## config.mk

```make
export PLATFORM = sky130hd
export DESIGN_NAME = att_thermal_throttle
export DESIGN_NICKNAME = d
export VERILOG_FILES = /design/src/common/att_pkg.sv /design/src/logic/att_thermal_throttle.sv
export VERILOG_INCLUDE_DIRS = /design/src /design/src/common
export SDC_FILE = /design/constraint.sdc
export NUM_CORES = 1
export LEC_CHECK = 0
export ABC_AREA = 0
export BUFFER_PORTS_ARGS = -buffer_cell sky130_fd_sc_hd__clkbuf_2
export CORE_MARGIN = 2
export CORE_UTILIZATION = 55
export DETAILED_ROUTE_END_ITERATION = 6
export PLACE_DENSITY = 0.84
export SLEW_MARGIN = 20
export SYNTH_ARGS = -nofsm -noshare
export SYNTH_HDL_FRONTEND = slang
export SYNTH_SLANG_ARGS = --single-unit
```

## constraint.sdc

```tcl
create_clock -name core_clk_i -period 7.93 [get_ports core_clk_i]
set_input_delay 0.3965 -clock core_clk_i [delete_from_list [all_inputs] [get_ports core_clk_i]]
set_output_delay 0.3965 -clock core_clk_i [all_outputs]
set_load 0.01 [all_outputs]
```

## src/common/att_params.svh

```systemverilog
`ifndef ATT_PARAMS_SVH
`define ATT_PARAMS_SVH
// Register addresses
`define ATT_MSR_THRESH      12'h19b
`define ATT_MSR_CORE_STAT   12'h19c
`define ATT_MSR_TARGET      12'h1a2
`define ATT_MSR_PKG_STAT    12'h1b1
// Target register fields
`define ATT_TJMAX_LSB       16
`define ATT_OFFSET_LSB      24
`define ATT_TJMAX_RST       8'h5f
`define ATT_OFFSET_RST      6'h00
// Status register fields
`define ATT_ST_ACT          0
`define ATT_ST_ACT_LOG      1
`define ATT_ST_T1           2
`define ATT_ST_T1_LOG       3
`define ATT_ST_T2           4
`define ATT_ST_T2_LOG       5
`define ATT_ST_OOS          6
`define ATT_ST_OOS_LOG      7
`define ATT_ST_READ_LSB     16
// Threshold register fields
`define ATT_TH1_LSB         0
`define ATT_TH2_LSB         8
`define ATT_TH1_EN          16
`define ATT_TH2_EN          17
// Timing
`define ATT_CLK_PERIOD_NS   8
`define ATT_MOD_PERIOD_NS   32000
`define ATT_MOD_CYCLES      (`ATT_MOD_PERIOD_NS / `ATT_CLK_PERIOD_NS)
`define ATT_MOD_ON_CYCLES   (`ATT_MOD_CYCLES / 4)
`define ATT_AVG_WINDOW_MS   256
`define ATT_AVG_SHIFT       8
`define ATT_AVG_SAMPLE_CYC  ((`ATT_AVG_WINDOW_MS * 1000000 / `ATT_CLK_PERIOD_NS) >> `ATT_AVG_SHIFT)
`define ATT_STEP_US         10
`define ATT_STEP_CYC        (`ATT_STEP_US * 1000 / `ATT_CLK_PERIOD_NS)
`define ATT_HYST_US         1000
`define ATT_HYST_CYC        (`ATT_HYST_US * 1000 / `ATT_CLK_PERIOD_NS)
`define ATT_SAMPLE_US       100
`define ATT_SAMPLE_CYC      (`ATT_SAMPLE_US * 1000 / `ATT_CLK_PERIOD_NS)
`define ATT_TRANS_CYC       16
`define ATT_RAPID_DELTA     7'h05
`endif

```

## src/common/att_pkg.sv

```systemverilog
package att_pkg;
  typedef struct packed {
    logic        vld;
    logic        wr;
    logic [11:0] addr;
    logic [3:0]  core;
    logic [63:0] wdata;
  } att_msr_req_t;

  typedef enum logic [2:0] {
    OP_STEADY,
    OP_VOLT_UP,
    OP_FREQ_UP,
    OP_FREQ_DN,
    OP_VOLT_DN
  } att_op_state_t;
endpackage

```

## src/logic/att_thermal_throttle.sv

```systemverilog
`timescale 1ns/10ps
`include "att_params.svh"
// Contract
// - Monitor activates when any sensor reading is at or past max temp minus offset.
// - While active and hot, keep stepping core and graphics operating point down; code has no graphics point and steps the core ratio only.
// - Max junction temp is read-only in target register bits 23:16, offset-independent.
// - Writable offset in bits 29:24 lowers activation point; default zero.
// - Protection is always on; nothing can disable it.
// - After cooling, operating point returns to the normal requested point.
// - Raise voltage before frequency; lower frequency before voltage.
// - Execution continues but stalls during each frequency transition.
// - Requests above thermal target while active are deferred until event ends.
// - Requests below thermal target while active are followed at once.
// - At minimum operating point and still hot, clock modulation engages.
// - Modulation gates core clocks 25 percent on, 75 percent off, fixed.
// - Modulation period is 32 us, counted on the fixed core clock.
// - Deactivate and stop modulation only when cool and hysteresis timer expired.
// - Snoops and interrupts keep working while the monitor is active.
// - One sensor per core; register read returns that core's instantaneous reading.
// - Sideband read returns 256 ms average of the hottest package sensor.
// - Readings are offsets below max temp, saturating at zero, offset-independent.
// - A reading of zero with zero offset activates and logs an event.
// - Rapid temperature rise sets out-of-spec bits in package and core status.
// - Two programmable thresholds per core, each able to raise an interrupt.
// - Sideband temperature stays readable while cores are idle.
// - Single package overheat output asserts when any core reaches activation.
module att_thermal_throttle #(
  parameter int         NCORES      = 2,
  parameter logic [5:0] RATIO_MAX   = 6'h20,
  parameter logic [5:0] RATIO_MIN   = 6'h04,
  parameter logic [7:0] TJMAX       = `ATT_TJMAX_RST,
  parameter int         STEP_CYC    = `ATT_STEP_CYC,
  parameter int         HYST_CYC    = `ATT_HYST_CYC,
  parameter int         SAMPLE_CYC  = `ATT_SAMPLE_CYC,
  parameter int         AVG_CYC     = `ATT_AVG_SAMPLE_CYC,
  parameter int         TRANS_CYC   = `ATT_TRANS_CYC
) (
  input  wire logic                      core_clk_i,
  input  wire logic                      resetn_i,
  input  wire logic [NCORES-1:0][7:0]    sensor_i,
  input  wire logic                      pstate_vld_i,
  input  wire logic [5:0]                pstate_ratio_i,
  input  wire att_pkg::att_msr_req_t     msr_req_i,
  output logic                           msr_ack_o,
  output logic [63:0]                    msr_rdata_o,
  input  wire logic                      sb_temp_req_i,
  output logic                           sb_temp_vld_o,
  output logic [6:0]                     sb_temp_o,
  output logic [5:0]                     freq_ratio_o,
  output logic [5:0]                     volt_level_o,
  output logic                           core_clk_en_o,
  output logic                           exec_stall_o,
  output logic                           overheat_flag_pin_o,
  output logic                           atm_active_o,
  output logic [NCORES-1:0]              thr_irq_o
);

  ////////////////////////////////////////////////////////////////////////////
  // Common strobes
  logic [31:0] smp_cnt;
  logic        smp_tick;
  logic [5:0]  tgt_offset;
  wire  [NCORES-1:0]       hot_w;
  wire  [NCORES-1:0]       oos_w;
  wire  [NCORES-1:0][6:0]  smp_w;
  wire  [NCORES-1:0][63:0] cstat_w;
  wire  [NCORES-1:0][63:0] thr_w;
  logic        msr_wr;

  assign msr_wr = msr_req_i.vld & msr_req_i.wr;

  always_ff @(posedge core_clk_i) begin
    if (!resetn_i) begin
      smp_cnt  <= 32'h0;
      smp_tick <= 1'b0;
    end else if (smp_cnt == 32'(SAMPLE_CYC - 1)) begin
      smp_cnt  <= 32'h0;
      smp_tick <= 1'b1;
    end else begin
      smp_cnt  <= smp_cnt + 32'h1;
      smp_tick <= 1'b0;
    end
  end

  always_ff @(posedge core_clk_i) begin
    if (!resetn_i) begin
      tgt_offset <= `ATT_OFFSET_RST;
    end else if (msr_wr && msr_req_i.addr == `ATT_MSR_TARGET) begin
      tgt_offset <= msr_req_i.wdata[`ATT_OFFSET_LSB +: 6];
    end
  end

  ////////////////////////////////////////////////////////////////////////////
  // Per-core sensor, thresholds and status
  logic act;

  genvar g;
  for (g = 0; g < NCORES; g++) begin : g_core
    logic [6:0] sat;
    logic [6:0] smp;
    logic [6:0] th1;
    logic [6:0] th2;
    logic       en1;
    logic       en2;
    logic       t1;
    logic       t2;
    logic       t1_log;
    logic       t2_log;
    logic       oos_log;
    logic       act_log;
    logic       irq;
    logic       oos_now;
    logic       wsel;
    logic       thsel;

    // Above max temp shows as a negative offset; clamp to zero
    assign sat     = sensor_i[g][7] ? 7'h00 : sensor_i[g][6:0];
    assign oos_now = smp_tick && (smp > sat) && ((smp - sat) >= `ATT_RAPID_DELTA);
    assign wsel    = msr_wr && msr_req_i.addr == `ATT_MSR_CORE_STAT && msr_req_i.core == 4'(g);
    assign thsel   = msr_wr && msr_req_i.addr == `ATT_MSR_THRESH && msr_req_i.core == 4'(g);
    assign hot_w[g] = smp <= {1'b0, tgt_offset};
    assign oos_w[g] = oos_now;
    assign smp_w[g] = smp;

    always_ff @(posedge core_clk_i) begin
      if (!resetn_i) begin
        smp <= 7'h7f;
      end else if (smp_tick) begin
        smp <= sat;
      end
    end

    always_ff @(posedge core_clk_i) begin
      if (!resetn_i) begin
        th1 <= 7'h00;
        th2 <= 7'h00;
        en1 <= 1'b0;
        en2 <= 1'b0;
      end else if (thsel) begin
        th1 <= msr_req_i.wdata[`ATT_TH1_LSB +: 7];
        th2 <= msr_req_i.wdata[`ATT_TH2_LSB +: 7];
        en1 <= msr_req_i.wdata[`ATT_TH1_EN];
        en2 <= msr_req_i.wdata[`ATT_TH2_EN];
      end
    end

    // Logs clear on a write of zero; a same-cycle event still sets them
    always_ff @(posedge core_clk_i) begin
      if (!resetn_i) begin
        t1      <= 1'b0;
        t2      <= 1'b0;
        t1_log  <= 1'b0;
        t2_log  <= 1'b0;
        oos_log <= 1'b0;
        act_log <= 1'b0;
        irq     <= 1'b0;
      end else begin
        t1      <= smp <= th1;
        t2      <= smp <= th2;
        t1_log  <= ((smp <= th1) != t1) | (t1_log & ~(wsel & ~msr_req_i.wdata[`ATT_ST_T1_LOG]));
        t2_log  <= ((smp <= th2) != t2) | (t2_log & ~(wsel & ~msr_req_i.wdata[`ATT_ST_T2_LOG]));
        oos_log <= oos_now | (oos_log & ~(wsel & ~msr_req_i.wdata[`ATT_ST_OOS_LOG]));
        act_log <= hot_w[g] | (act_log & ~(wsel & ~msr_req_i.wdata[`ATT_ST_ACT_LOG]));
        // Local interrupt path never sees the clock gate
        irq     <= (en1 & ((smp <= th1) != t1)) | (en2 & ((smp <= th2) != t2));
      end
    end

    assign thr_irq_o[g] = irq;
    assign thr_w[g]   = {46'h0, en2, en1, 1'b0, th2, 1'b0, th1};
    assign cstat_w[g] = {41'h0, smp, 8'h0, oos_log, oos_now, t2_log, t2, t1_log, t1, act_log, hot_w[g]};
  end

  ////////////////////////////////////////////////////////////////////////////
  // Package hottest reading and sideband average
  logic [6:0]  pkg_min;
  logic [31:0] avg_cnt;
  logic [7:0]  avg_n;
  logic [14:0] avg_acc;
  logic [6:0]  avg_val;
  logic        pkg_oos_log;
  logic        pkg_act_log;
  logic        psel;

  always_comb begin
    pkg_min = 7'h7f;
    for (int i = 0; i < NCORES; i++) begin
      if (smp_w[i] < pkg_min) pkg_min = smp_w[i];
    end
  end

  // Runs regardless of core idle state; only the core clock is needed
  always_ff @(posedge core_clk_i) begin
    if (!resetn_i) begin
      avg_cnt <= 32'h0;
      avg_n   <= 8'h00;
      avg_acc <= 15'h0000;
      avg_val <= 7'h00;
    end else if (avg_cnt == 32'(AVG_CYC - 1)) begin
      avg_cnt <= 32'h0;
      avg_n   <= avg_n + 8'h01;
      if (avg_n == 8'hff) begin
        avg_acc <= 15'h0000;
        avg_val <= 7'((avg_acc + {8'h00, pkg_min}) >> `ATT_AVG_SHIFT);
      end else begin
        avg_acc <= avg_acc + {8'h00, pkg_min};
      end
    end else begin
      avg_cnt <= avg_cnt + 32'h1;
    end
  end

  always_ff @(posedge core_clk_i) begin
    if (!resetn_i) begin
      sb_temp_vld_o <= 1'b0;
      sb_temp_o     <= 7'h00;
    end else begin
      sb_temp_vld_o <= sb_temp_req_i;
      if (sb_temp_req_i) sb_temp_o <= avg_val;
    end
  end

  assign psel = msr_wr && msr_req_i.addr == `ATT_MSR_PKG_STAT;

  always_ff @(posedge core_clk_i) begin
    if (!resetn_i) begin
      pkg_oos_log <= 1'b0;
      pkg_act_log <= 1'b0;
    end else begin
      pkg_oos_log <= (|oos_w) | (pkg_oos_log & ~(psel & ~msr_req_i.wdata[`ATT_ST_OOS_LOG]));
      pkg_act_log <= (|hot_w) | (pkg_act_log & ~(psel & ~msr_req_i.wdata[`ATT_ST_ACT_LOG]));
    end
  end

  ////////////////////////////////////////////////////////////////////////////
  // Thermal control: stepping, modulation, hysteresis
  logic [31:0] step_cnt;
  logic [31:0] hyst_cnt;
  logic [31:0] mod_cnt;
  logic [5:0]  therm_ratio;
  logic        modulate;
  logic        hot;

  assign hot = |hot_w;

  // No enable bit exists: activation depends on temperature only
  always_ff @(posedge core_clk_i) begin
    if (!resetn_i) begin
      act         <= 1'b0;
      modulate    <= 1'b0;
      therm_ratio <= RATIO_MAX;
      step_cnt    <= 32'h0;
      hyst_cnt    <= 32'h0;
    end else if (hot) begin
      act      <= 1'b1;
      hyst_cnt <= 32'h0;
      step_cnt <= (step_cnt == 32'(STEP_CYC - 1)) ? 32'h0 : step_cnt + 32'h1;
      if (act && step_cnt == 32'(STEP_CYC - 1)) begin
        if (therm_ratio > RATIO_MIN) therm_ratio <= therm_ratio - 6'h01;
        else modulate <= 1'b1;
      end
    end else if (act) begin
      step_cnt <= 32'h0;
      if (hyst_cnt == 32'(HYST_CYC - 1)) begin
        act         <= 1'b0;
        modulate    <= 1'b0;
        therm_ratio <= RATIO_MAX;
        hyst_cnt    <= 32'h0;
      end else begin
        hyst_cnt <= hyst_cnt + 32'h1;
      end
    end
  end

  // Fixed 32 us period, 25% on; counted on the core clock, not the core ratio
  always_ff @(posedge core_clk_i) begin
    if (!resetn_i) begin
      mod_cnt       <= 32'h0;
      core_clk_en_o <= 1'b1;
    end else if (modulate) begin
      mod_cnt       <= (mod_cnt == 32'(`ATT_MOD_CYCLES - 1)) ? 32'h0 : mod_cnt + 32'h1;
      core_clk_en_o <= mod_cnt < 32'(`ATT_MOD_ON_CYCLES);
    end else begin
      mod_cnt       <= 32'h0;
      core_clk_en_o <= 1'b1;
    end
  end

  always_ff @(posedge core_clk_i) begin
    if (!resetn_i) begin
      overheat_flag_pin_o <= 1'b0;
      atm_active_o        <= 1'b0;
    end else begin
      overheat_flag_pin_o <= hot;
      atm_active_o        <= act;
    end
  end

  ////////////////////////////////////////////////////////////////////////////
  // Operating point sequencer
  att_pkg::att_op_state_t op_st;
  logic [5:0]  sw_ratio;
  logic [5:0]  eff_tgt;
  logic [5:0]  op_tgt;
  logic [31:0] tr_cnt;
  logic        tr_done;

  always_ff @(posedge core_clk_i) begin
    if (!resetn_i) begin
      sw_ratio <= RATIO_MAX;
    end else if (pstate_vld_i) begin
      sw_ratio <= pstate_ratio_i;
    end
  end

  // Higher requests wait behind the thermal cap; lower ones pass straight through
  assign eff_tgt = (act && sw_ratio > therm_ratio) ? therm_ratio : sw_ratio;
  assign tr_done = tr_cnt == 32'(TRANS_CYC - 1);

  always_ff @(posedge core_clk_i) begin
    if (!resetn_i) begin
      op_st        <= att_pkg::OP_STEADY;
      op_tgt       <= RATIO_MAX;
      tr_cnt       <= 32'h0;
      freq_ratio_o <= RATIO_MAX;
      volt_level_o <= RATIO_MAX;
      exec_stall_o <= 1'b0;
    end else begin
      tr_cnt <= (op_st == att_pkg::OP_STEADY || tr_done) ? 32'h0 : tr_cnt + 32'h1;
      case (op_st)
        att_pkg::OP_STEADY: begin
          op_tgt <= eff_tgt;
          if (eff_tgt > freq_ratio_o) begin
            op_st <= att_pkg::OP_VOLT_UP;
          end else if (eff_tgt < freq_ratio_o) begin
            op_st        <= att_pkg::OP_FREQ_DN;
            exec_stall_o <= 1'b1;
          end
        end
        att_pkg::OP_VOLT_UP: begin
          if (tr_done) begin
            volt_level_o <= op_tgt;
            op_st        <= att_pkg::OP_FREQ_UP;
            exec_stall_o <= 1'b1;
          end
        end
        att_pkg::OP_FREQ_UP: begin
          if (tr_done) begin
            freq_ratio_o <= op_tgt;
            exec_stall_o <= 1'b0;
            op_st        <= att_pkg::OP_STEADY;
          end
        end
        att_pkg::OP_FREQ_DN: begin
          if (tr_done) begin
            freq_ratio_o <= op_tgt;
            exec_stall_o <= 1'b0;
            op_st        <= att_pkg::OP_VOLT_DN;
          end
        end
        att_pkg::OP_VOLT_DN: begin
          if (tr_done) begin
            volt_level_o <= op_tgt;
            op_st        <= att_pkg::OP_STEADY;
          end
        end
        default: op_st <= att_pkg::OP_STEADY;
      endcase
    end
  end

  ////////////////////////////////////////////////////////////////////////////
  // Register reads
  logic [63:0] rd_mux;
  logic        core_ok;

  assign core_ok = 32'(msr_req_i.core) < 32'(NCORES);

  always_comb begin
    rd_mux = 64'h0;
    if (msr_req_i.addr == `ATT_MSR_TARGET) begin
      rd_mux[`ATT_TJMAX_LSB +: 8]  = TJMAX;
      rd_mux[`ATT_OFFSET_LSB +: 6] = tgt_offset;
    end else if (msr_req_i.addr == `ATT_MSR_CORE_STAT && core_ok) begin
      rd_mux = cstat_w[msr_req_i.core];
    end else if (msr_req_i.addr == `ATT_MSR_THRESH && core_ok) begin
      rd_mux = thr_w[msr_req_i.core];
    end else if (msr_req_i.addr == `ATT_MSR_PKG_STAT) begin
      rd_mux[`ATT_ST_ACT]               = hot;
      rd_mux[`ATT_ST_ACT_LOG]           = pkg_act_log;
      rd_mux[`ATT_ST_OOS]               = |oos_w;
      rd_mux[`ATT_ST_OOS_LOG]           = pkg_oos_log;
      rd_mux[`ATT_ST_READ_LSB +: 7]     = pkg_min;
    end
  end

  always_ff @(posedge core_clk_i) begin
    if (!resetn_i) begin
      msr_ack_o   <= 1'b0;
      msr_rdata_o <= 64'h0;
    end else begin
      msr_ack_o <= msr_req_i.vld;
      if (msr_req_i.vld && !msr_req_i.wr) msr_rdata_o <= rd_mux;
    end
  end

endmodule // att_thermal_throttle

```

; ---- Yosys cells after proc, flatten, opt, wreduce, memory -nomap -nowiden
; Cells that the tools add are included.
[classes]
addsub = 11
order_cmp = 19
n_eq_ne = 30
muxes = 52
bitwise_logic = 53
reduce_logical = 42
[ops]
columns = cell, count
row1 = "32-bit by 1-bit adder with 32-bit output, second input constant", 6
row2 = 64-bit 2-to-1 mux, 3
row3 = 32-bit 2-to-1 mux, 4
row4 = "32-bit by 17-bit == test with 1-bit output, second input constant", 2
row5 = "12-bit by 9-bit == test with 1-bit output, second input constant", 4
row6 = 7-bit 2-to-1 mux, 6
row7 = 41-bit 2-to-1 mux, 1
row8 = 6-bit 2-to-1 mux, 6
row9 = 34-bit 2-to-1 mux, 1
row10 = "32-bit by 11-bit == test with 1-bit output, second input constant", 1
row11 = "32-bit by 12-bit == test with 1-bit output, second input constant", 1
row12 = "32-bit by 14-bit == test with 1-bit output, second input constant", 1
row13 = "32-bit by 4-bit == test with 1-bit output, second input constant", 1
row14 = "32-bit by 10-bit less-than comparator with 1-bit output, second input constant", 1
row15 = 7-bit less-or-equal comparator, 4
row16 = 1-bit AND, 25
row17 = 23-bit 2-to-1 mux, 1
row18 = 18-bit 2-to-1 mux, 1
row19 = 1-bit logical AND, 17
row20 = 16-bit 2-to-1 mux, 1
row21 = 1-bit NOT, 16
row22 = 2-bit OR reduction, 8
row23 = 15-bit by 7-bit adder with 15-bit output, 1
row24 = 15-bit 2-to-1 mux, 1
row25 = 40 further kinds, 94
[totals]
ff_bits = 403
in_bits = 108
output_inout_bits = 91
wordCells = 260

; ---- Logic depth before layout (Yosys ltp)
; Gate-level depths: netlist of run 1.
[depth]
ltp_word = 9
ltp_mapped = 17
ltp_nobuf = 17

; ---- Worst setup path after synthesis of run 1
; OpenSTA, ideal clock, no wires.
[synth_path]
kind = register to register
startpoint = reg g_core[0].smp[1]
endpoint = reg avg_val[2]
setup_ps = 86
t_arrival_ps = 3530
t_required_ps = 7844
slack_ps = 4314
stages_incl_launch_ff = 18
n_path_buf = 0
path_cell_list = dfxtp_1 > inv_1 > ha_1 > nand2_1 > o21ai_0 > a31oi_1 > o21ai_1 > mux2i_1 > ha_1 > inv_1 > fa_1 > nand3b_1 > a21oi_1 > o21a_1 > o21a_1 > nand3_1 > xor2_1 > a211oi_1
[synth_via]
elab_chain_len = 5
[synth_rtl]
columns = element, line_no
row1 = from (decl), att_thermal_throttle.sv:100  ; logic [6:0] smp;
row2 = from (signal assigned), att_thermal_throttle.sv:129  ; smp <= sat;
row3 = 7-bit less-than comparator, att_thermal_throttle.sv:188  ; if (smp_w[i] < pkg_min) pkg_min = smp_w[i];
row4 = 7-bit 2-to-1 mux (*), att_thermal_throttle.sv:188
row5 = 7-bit less-than comparator, att_thermal_throttle.sv:188
row6 = 7-bit 2-to-1 mux (*), att_thermal_throttle.sv:188
row7 = 15-bit by 7-bit adder with 15-bit output (*), att_thermal_throttle.sv:204  ; avg_val <= 7'((avg_acc + {8'h00, pkg_min}) >> `ATT_AVG_SHIFT);
row8 = to (signal assigned), att_thermal_throttle.sv:204
row9 = to (decl), att_thermal_throttle.sv:180  ; logic [6:0] avg_val;
; Mark *: on every way between the ends. The rest lies on a longest branch, timed or not.
; A chain may end at the register's enable or synchronous reset.

; ---- Final worst setup path of run 1
[layout_path]
startpoint = reg g_core[0].smp[1]
endpoint = reg avg_val[5]
; Same word-level chain as after synthesis.

==> results of run 1 <==
-- per-layer routing --
| layer | GRT usage | vias to the layer above |
|---|---|---|
| li1 | - | 7810 |
| met1 | 0.313 | 7484 |
| met2 | 0.413 | 555 |
| met3 | 0.0453 | 107 |
| met4 | 0.0844 | 0 |
| met5 | 0 | - |
-- logic make-up (layout without fill, tap and decap cells) --
kind of cell,Yosys count,in the layout,share of synthesized area
AOI/OAI and AO/OA,321,321,0.105
xor gates and xnor gates,181,181,0.0849
adders and majority gates,94,94,0.0642
buffers and inverters,208,288,0.0500
DFF,367,367,0.393
muxes,106,106,0.0575
other,1,36,0.000201
and+or+nand+nor,936,936,0.245
-- flip-flops by register name (all words and copies together) (netlist names), 7 cells and up --
name         flops
avg_acc         15
avg_cnt         32
avg_n            8
avg_val          7
g_core.smp      14
g_core.th1      14
g_core.th2      14
hyst_cnt        32
mod_cnt         32
msr_rdata_o     28
sb_temp_o        7
smp_cnt         32
step_cnt        32
tr_cnt          32
-- through the flow --
| stage | std cells | hold slack (ns) | util | total power, mW | instance area [um^2] |
|---|---|---|---|---|---|
| after floorplan | 2249 | 0.402 | - | 2.05 | 18800 |
| after global placement | 2708 | 0.426 | 0.582 | 2.08 | 19500 |
| after detailed placement | 2708 | 0.440 | 0.582 | 2.09 | 19500 |
| after CTS | 2776 | 0.0898 | 0.620 | 3.87 | 20700 |
| after global routing | 2777 | 0.116 | 0.620 | 3.97 | 20700 |
| final | 2777 | 0.0978 | 0.620 | 3.84 | 20700 |
-- layout make-up --
class	instances	area [um^2]	share of cell area
Multi-Input combinational cell	1674	10600	0.509
Sequential cell	367	7350	0.354
Clock buffer	55	1120	0.0538
Timing Repair Buffer	130	677	0.0326
Tap cell	448	561	0.0270
Inverter	90	340	0.0164
Clock inverter	13	138	0.00663
-- power by group through the flow --
stage / Sequential (mW) / Clock [mW] / Combinational (mW)
after global routing: 1.88 / 1.89 / 0.198
after floorplan: 1.91 / 0 / 0.132
final: 1.88 / 1.79 / 0.179
after CTS: 1.88 / 1.81 / 0.175
after detailed placement: 1.92 / 0 / 0.175
after global placement: 1.92 / 0 / 0.168
-- cells in the mapped netlist (16+ instances only) --
cell	instances	area [um^2]
dfxtp_1	367	7350
nor2_1	326	1220
nand2_1	176	661
xor2_1	120	1050
o21ai_0	116	581
nand3_1	104	521
mux2i_1	96	961
ha_1	91	1140
inv_1	89	334
a21oi_1	82	410
clkbuf_1	72	270
xnor2_1	61	534
and3_1	56	350
nand4_1	55	344
nor4_1	45	282
buf_4	38	285
nor3_1	32	160
a21o_1	30	225
nor2b_1	29	181
nand2b_1	23	144
and2_1	16	100
-- worst max-delay path by stage --
stage | slack [ns] | start | end | cells after the start
finish | 3.40 | g_core[0].smp[1] | avg_val[5] | 16
global placement | 3.77 | g_core[0].smp[1] | avg_val[2] | 17
detailed placement | 3.57 | g_core[0].smp[1] | avg_val[3] | 16
floorplan | 4.31 | g_core[0].smp[1] | avg_val[2] | 17
global route | 3.13 | g_core[0].smp[2] | avg_val[2] | 17
CTS | 3.53 | g_core[0].smp[2] | avg_val[3] | 16
-- worst register-to-register path, cell delays in order (launching register included) --
cell	delay [ns]
dfxtp_1	0.58
inv_1	0.10
ha_1	0.28
nand2_1	0.05
o21ai_0	0.20
a31oi_1	0.14
o21ai_1	0.56
mux2i_1	0.53
inv_1	0.10
ha_1	0.29
a21o_1	0.12
a41o_1	0.20
nor4_1	0.07
nor3_1	0.67
nand2_1	0.21
xor2_1	0.21
a21oi_1	0.09
==> results_dict.tcl, run 1 <==
set metrics [dict create \
    die_h_um 188 \
    hold_start "pstate_ratio_i[2]" \
    skew_ns 0.0271 \
    crit_type "reg -> reg" \
    cellPowerDensity_nw_per_um2 185 \
    required_ns 8.33 \
    core_um2 33400 \
    finalWorstSetupSlack_ns 3.40 \
    ys_seq_elements 367 \
    worst-path-buf-inv 2 \
    ctsResizeCount 0 \
    avgSynthCellArea_um2 8.44 \
    worstReg2RegEnd "avg_val[5]" \
    slowest_delay_ns 0.67 \
    whs_path_depth 3 \
    rsz0062_at_grt "false" \
    ys_async_sr_fraction 0 \
    power_leakage_nw 8.26 \
    maxCapViolCount 0 \
    min_to "sw_ratio[2]" \
    cp_top_family "compound AO/OA/AOI/OAI gates" \
    worst-r2r-setup-slack_ns 3.40 \
    num_vias 16000 \
    slew_viol_final 0 \
    cts_tree "done" \
    fmax_ghz 0.221 \
    grt_max_degree 82 \
    layout_common_cells "dfxtp_1, nor2_1, nand2_1" \
    wl_per_cell_um 15.9 \
    status "complete, no violations" \
    num-fill-cells 2746 \
    pre_cts_ws_ns 3.57 \
    clk_pin_slew_ns 0.06 \
    remaining_drc_errors 0 \
    routed_wirelength_mm 44.1 \
    cts_hold_buf 0 \
    period_share 0.571 \
    io_buffers 121 \
    crit_fanout 9 \
    ctsRootBufferMaster "clkbuf_16" \
    synth_edf_count 0 \
    reg2reg_from "g_core[0].smp[1]" \
    wl_met2_mm 20.6 \
    drt-met1-wl_mm 19.0 \
    layout_commonest_cell "dfxtp_1" \
    antenna_found_initial 0 \
    tightest_slew_ns 1.16 \
    switchingPower_mw 0.872 \
    fp.dieW_um 188 \
    nets 2504 \
    io_pins 199 \
    crit_arrival_ns 4.93 \
    synth_area_um2 18700 \
    diodes 0 \
    gp_congestion 0.885 \
    die_area_um2 35500 \
    grt.total_usage 0.244 \
    cp_slowest_cell "nor3_1" \
    ys.flop_type "dfxtp_1" \
    sw_frac_of_total 0.227 \
    min_period_ns 4.53 \
    yosysWarnings 0 \
    clkPwrFrac 0.465 \
    p_comb_frac 0.046 \
    endpoint_kind "register" \
    ir_drop_uv 162 \
    path_cells "inv_1 > ha_1 > nand2_1 > o21ai_0 > a31oi_1 > o21ai_1 > mux2i_1 > inv_1 > ha_1 > a21o_1 > a41o_1 > nor4_1 > nor3_1 > nand2_1 > xor2_1 > a21oi_1" \
    drt_pass1_iterations 6 \
    finalSetupTns_ns 0 \
    layout-drive-gt1-share 0.0962 \
    start_util 0.558 \
    drtAntennaViolNets 0 \
    via_per_inst 5.75 \
    htree_levels 2 \
    post-cts-setup-buffers 0 \
    start_kind "register" \
    clock_latency_ns 0.54 \
    seq_power_share 0.489 \
    grt_pass1_wl_mm 73.5 \
    clock-sinks 367 \
    yosysUniqueCellTypes 70 \
    dr_wl_met3_mm 3.24 \
    drtIter0Drc 1270 \
    finalSetupViolCount 0 \
    overflow 0 \
    reg2reg_depth 16 \
    syn_to_final_growth_pct 11.0 \
    highest_layer "met4" \
    hpwl_mm 30.8 \
    maxSlewHeadroom 0.229 \
    finalHoldViolCount 0 \
    seq_area_frac_synth 0.393 \
    hold_class "in -> reg" \
    numCtsBuffers 39 \
    syn_inst 2214 \
    cts_buffer_depth 3 \
    p_int_mw 2.97 \
    rows 67 \
    first_global_vias 15600 \
]
(Power assumes the default switching activity.)
==> run 2: changes to the inputs <==
--- a/config.mk
+++ b/config.mk
@@ -9,9 +9,9 @@
 export ABC_AREA = 0
 export BUFFER_PORTS_ARGS = -buffer_cell sky130_fd_sc_hd__clkbuf_2
 export CORE_MARGIN = 2
-export CORE_UTILIZATION = 55
+export CORE_UTILIZATION = 54
 export DETAILED_ROUTE_END_ITERATION = 6
-export PLACE_DENSITY = 0.84
+export PLACE_DENSITY = 0.86
 export SLEW_MARGIN = 20
 export SYNTH_ARGS = -nofsm -noshare
 export SYNTH_HDL_FRONTEND = slang
==> constraint.sdc (replaced) <==
create_clock -name core_clk_i -period 3.79 [get_ports core_clk_i]
set_input_delay 0.1895 -clock core_clk_i [delete_from_list [all_inputs] [get_ports core_clk_i]]
set_output_delay 0.1895 -clock core_clk_i [all_outputs]
set_load 0.01 [all_outputs]
==> results_dict.tcl, run 2 (synthesis gave the netlist of run 1 again) <==
set metrics [dict create \
    finalSetupViolCount 0 \
    maxSlewHeadroom 0.286 \
    crit_fanout 5 \
    fp.dieW_um 190 \
    core_um2 34300 \
    routed_wirelength_mm 47.3 \
    maxCapViolCount 0 \
    drtAntennaViolNets 0 \
    power_leakage_nw 8.54 \
    drt_pass1_iterations 7 \
    first_global_vias 16000 \
    remaining_drc_errors 1 \
    clk_pin_slew_ns 0.06 \
    finalPower_mw 8.54 \
    antenna_found_initial 0 \
    tightest_slew_ns 1.07 \
    num_vias 16700 \
    post_layout_nonfiller_instances 2837 \
    hpwl_mm 32.0 \
    io_pins 199 \
    crit_arrival_ns 4.13 \
    period_share 0.964 \
    grt.total_usage 0.253 \
    skew_ns 0.0401 \
    ir_drop_uv 463 \
    endpoint_kind "register" \
    diodes 0 \
    io_buffers 121 \
    gp_congestion 0.888 \
    min_period_ns 3.65 \
    grt_pass1_wl_mm 76.2 \
    ctsRootBufferMaster "clkbuf_16" \
    via_per_inst 5.89 \
    start_util 0.545 \
    hold_class "in -> reg" \
    failed_checks "design-rule violations" \
    placed_cells_incl_taps 2734 \
    slew_viol_final 0 \
    overflow 0 \
    rsz0062_at_grt "true" \
    cts_buffer_depth 3 \
    nets 2556 \
    cellPowerDensity_nw_per_um2 399 \
    clock_latency_ns 0.56 \
    required_ns 4.27 \
    layout_common_cells "dfxtp_1, nor2_1, nand2_1" \
    grt_max_degree 48 \
    clock-sinks 367 \
    fmax_ghz 0.274 \
    finalHoldViolCount 0 \
    cts_tree "done" \
    start_kind "register" \
    die_area_um2 36100 \
    htree_levels 2 \
    layout_commonest_cell "dfxtp_1" \
    drtIter0Drc 1570 \
    rows 68 \
    syn_to_final_growth_pct 14.7 \
    layout-drive-gt1-share 0.109 \
    die_h_um 190 \
    status "finished with violations" \
    wl_per_cell_um 16.7 \
    crit_type "reg -> reg" \
    numCtsBuffers 39 \
]
## run 2: path summary, 6_finish.rpt
path                    startpoint          end  slack, ns  depth (start not counted)
setup reg to reg  g_core[0].smp[2]   avg_val[2]       0.14                         17
hold reg to reg          tr_cnt[0]    tr_cnt[0]       0.44                          1
setup / recovery  g_core[0].smp[2]   avg_val[2]       0.14                         17
hold / removal        pstate_vld_i  sw_ratio[1]       0.04                          3
## run 2: through the flow
stage	setup slack, ns	hold slack [ns]	cell area [um^2]	utilization	setup TNS [ns]
after floorplan	0.174	0.311	18800	-	0
after global placement	0.222	0.420	19600	0.572	0
after detailed placement	0.0437	0.434	19600	0.572	0
after CTS	0.0382	0.0210	21300	0.622	0
after global routing	-0.0572	0.0642	21400	0.625	-0.143
final	0.137	0.0353	21400	0.625	0
## run 2: report_power, final
part           leakage (nW)  switching [mW]  internal (mW)  total (mW)
Combinational          4.91           0.255          0.152       0.407
Sequential             2.96          0.0354           3.89        3.93
Clock                 0.670            1.64           2.57        4.21
Total                  8.54            1.93           6.62        8.54
## run 2: timing repair
item / 4_1_cts / 5_1_grt
endpoints found under the hold margin: 46 / 0
pin swaps: 0 / 7
setup buffers: 0 / 3
setup endpoints to repair: 1 / 14
hold buffers: 30 / 0
gates resized for setup: 1 / 11
## run 2: layout make-up
class                      count  area [um^2]
multi-input combinational   1674        10600
fill                        2627        12900
timing repair buffer         182         1150
tap                          455          569
inverter                      90          340
clock inverter                19          344
clock buffer                  50         1080
sequential                   367         7350
## run 2: critical path: stages (launching register included)
cell and delay [ns]:
dfxtp_1 0.33, inv_1 0.08, ha_4 0.28, nand2_1 0.08, o21ai_2 0.14, a31oi_2 0.14
o21ai_2 0.27, mux2i_2 0.28, ha_2 0.21, inv_1 0.05, fa_1 0.39, nand3b_1 0.23
a21oi_2 0.18, o21a_1 0.20, o21a_2 0.22, nand3_1 0.13, xor2_1 0.19, a211oi_2 0.21
## run 2: metal layers
metal,vias to the layer above,global-route usage,share of wire
li1,7907,-,-
met1,7917,0.314,0.41
met2,696,0.426,0.46
met3,195,0.0433,0.082
met4,0,0.120,0.044
met5,-,0,0
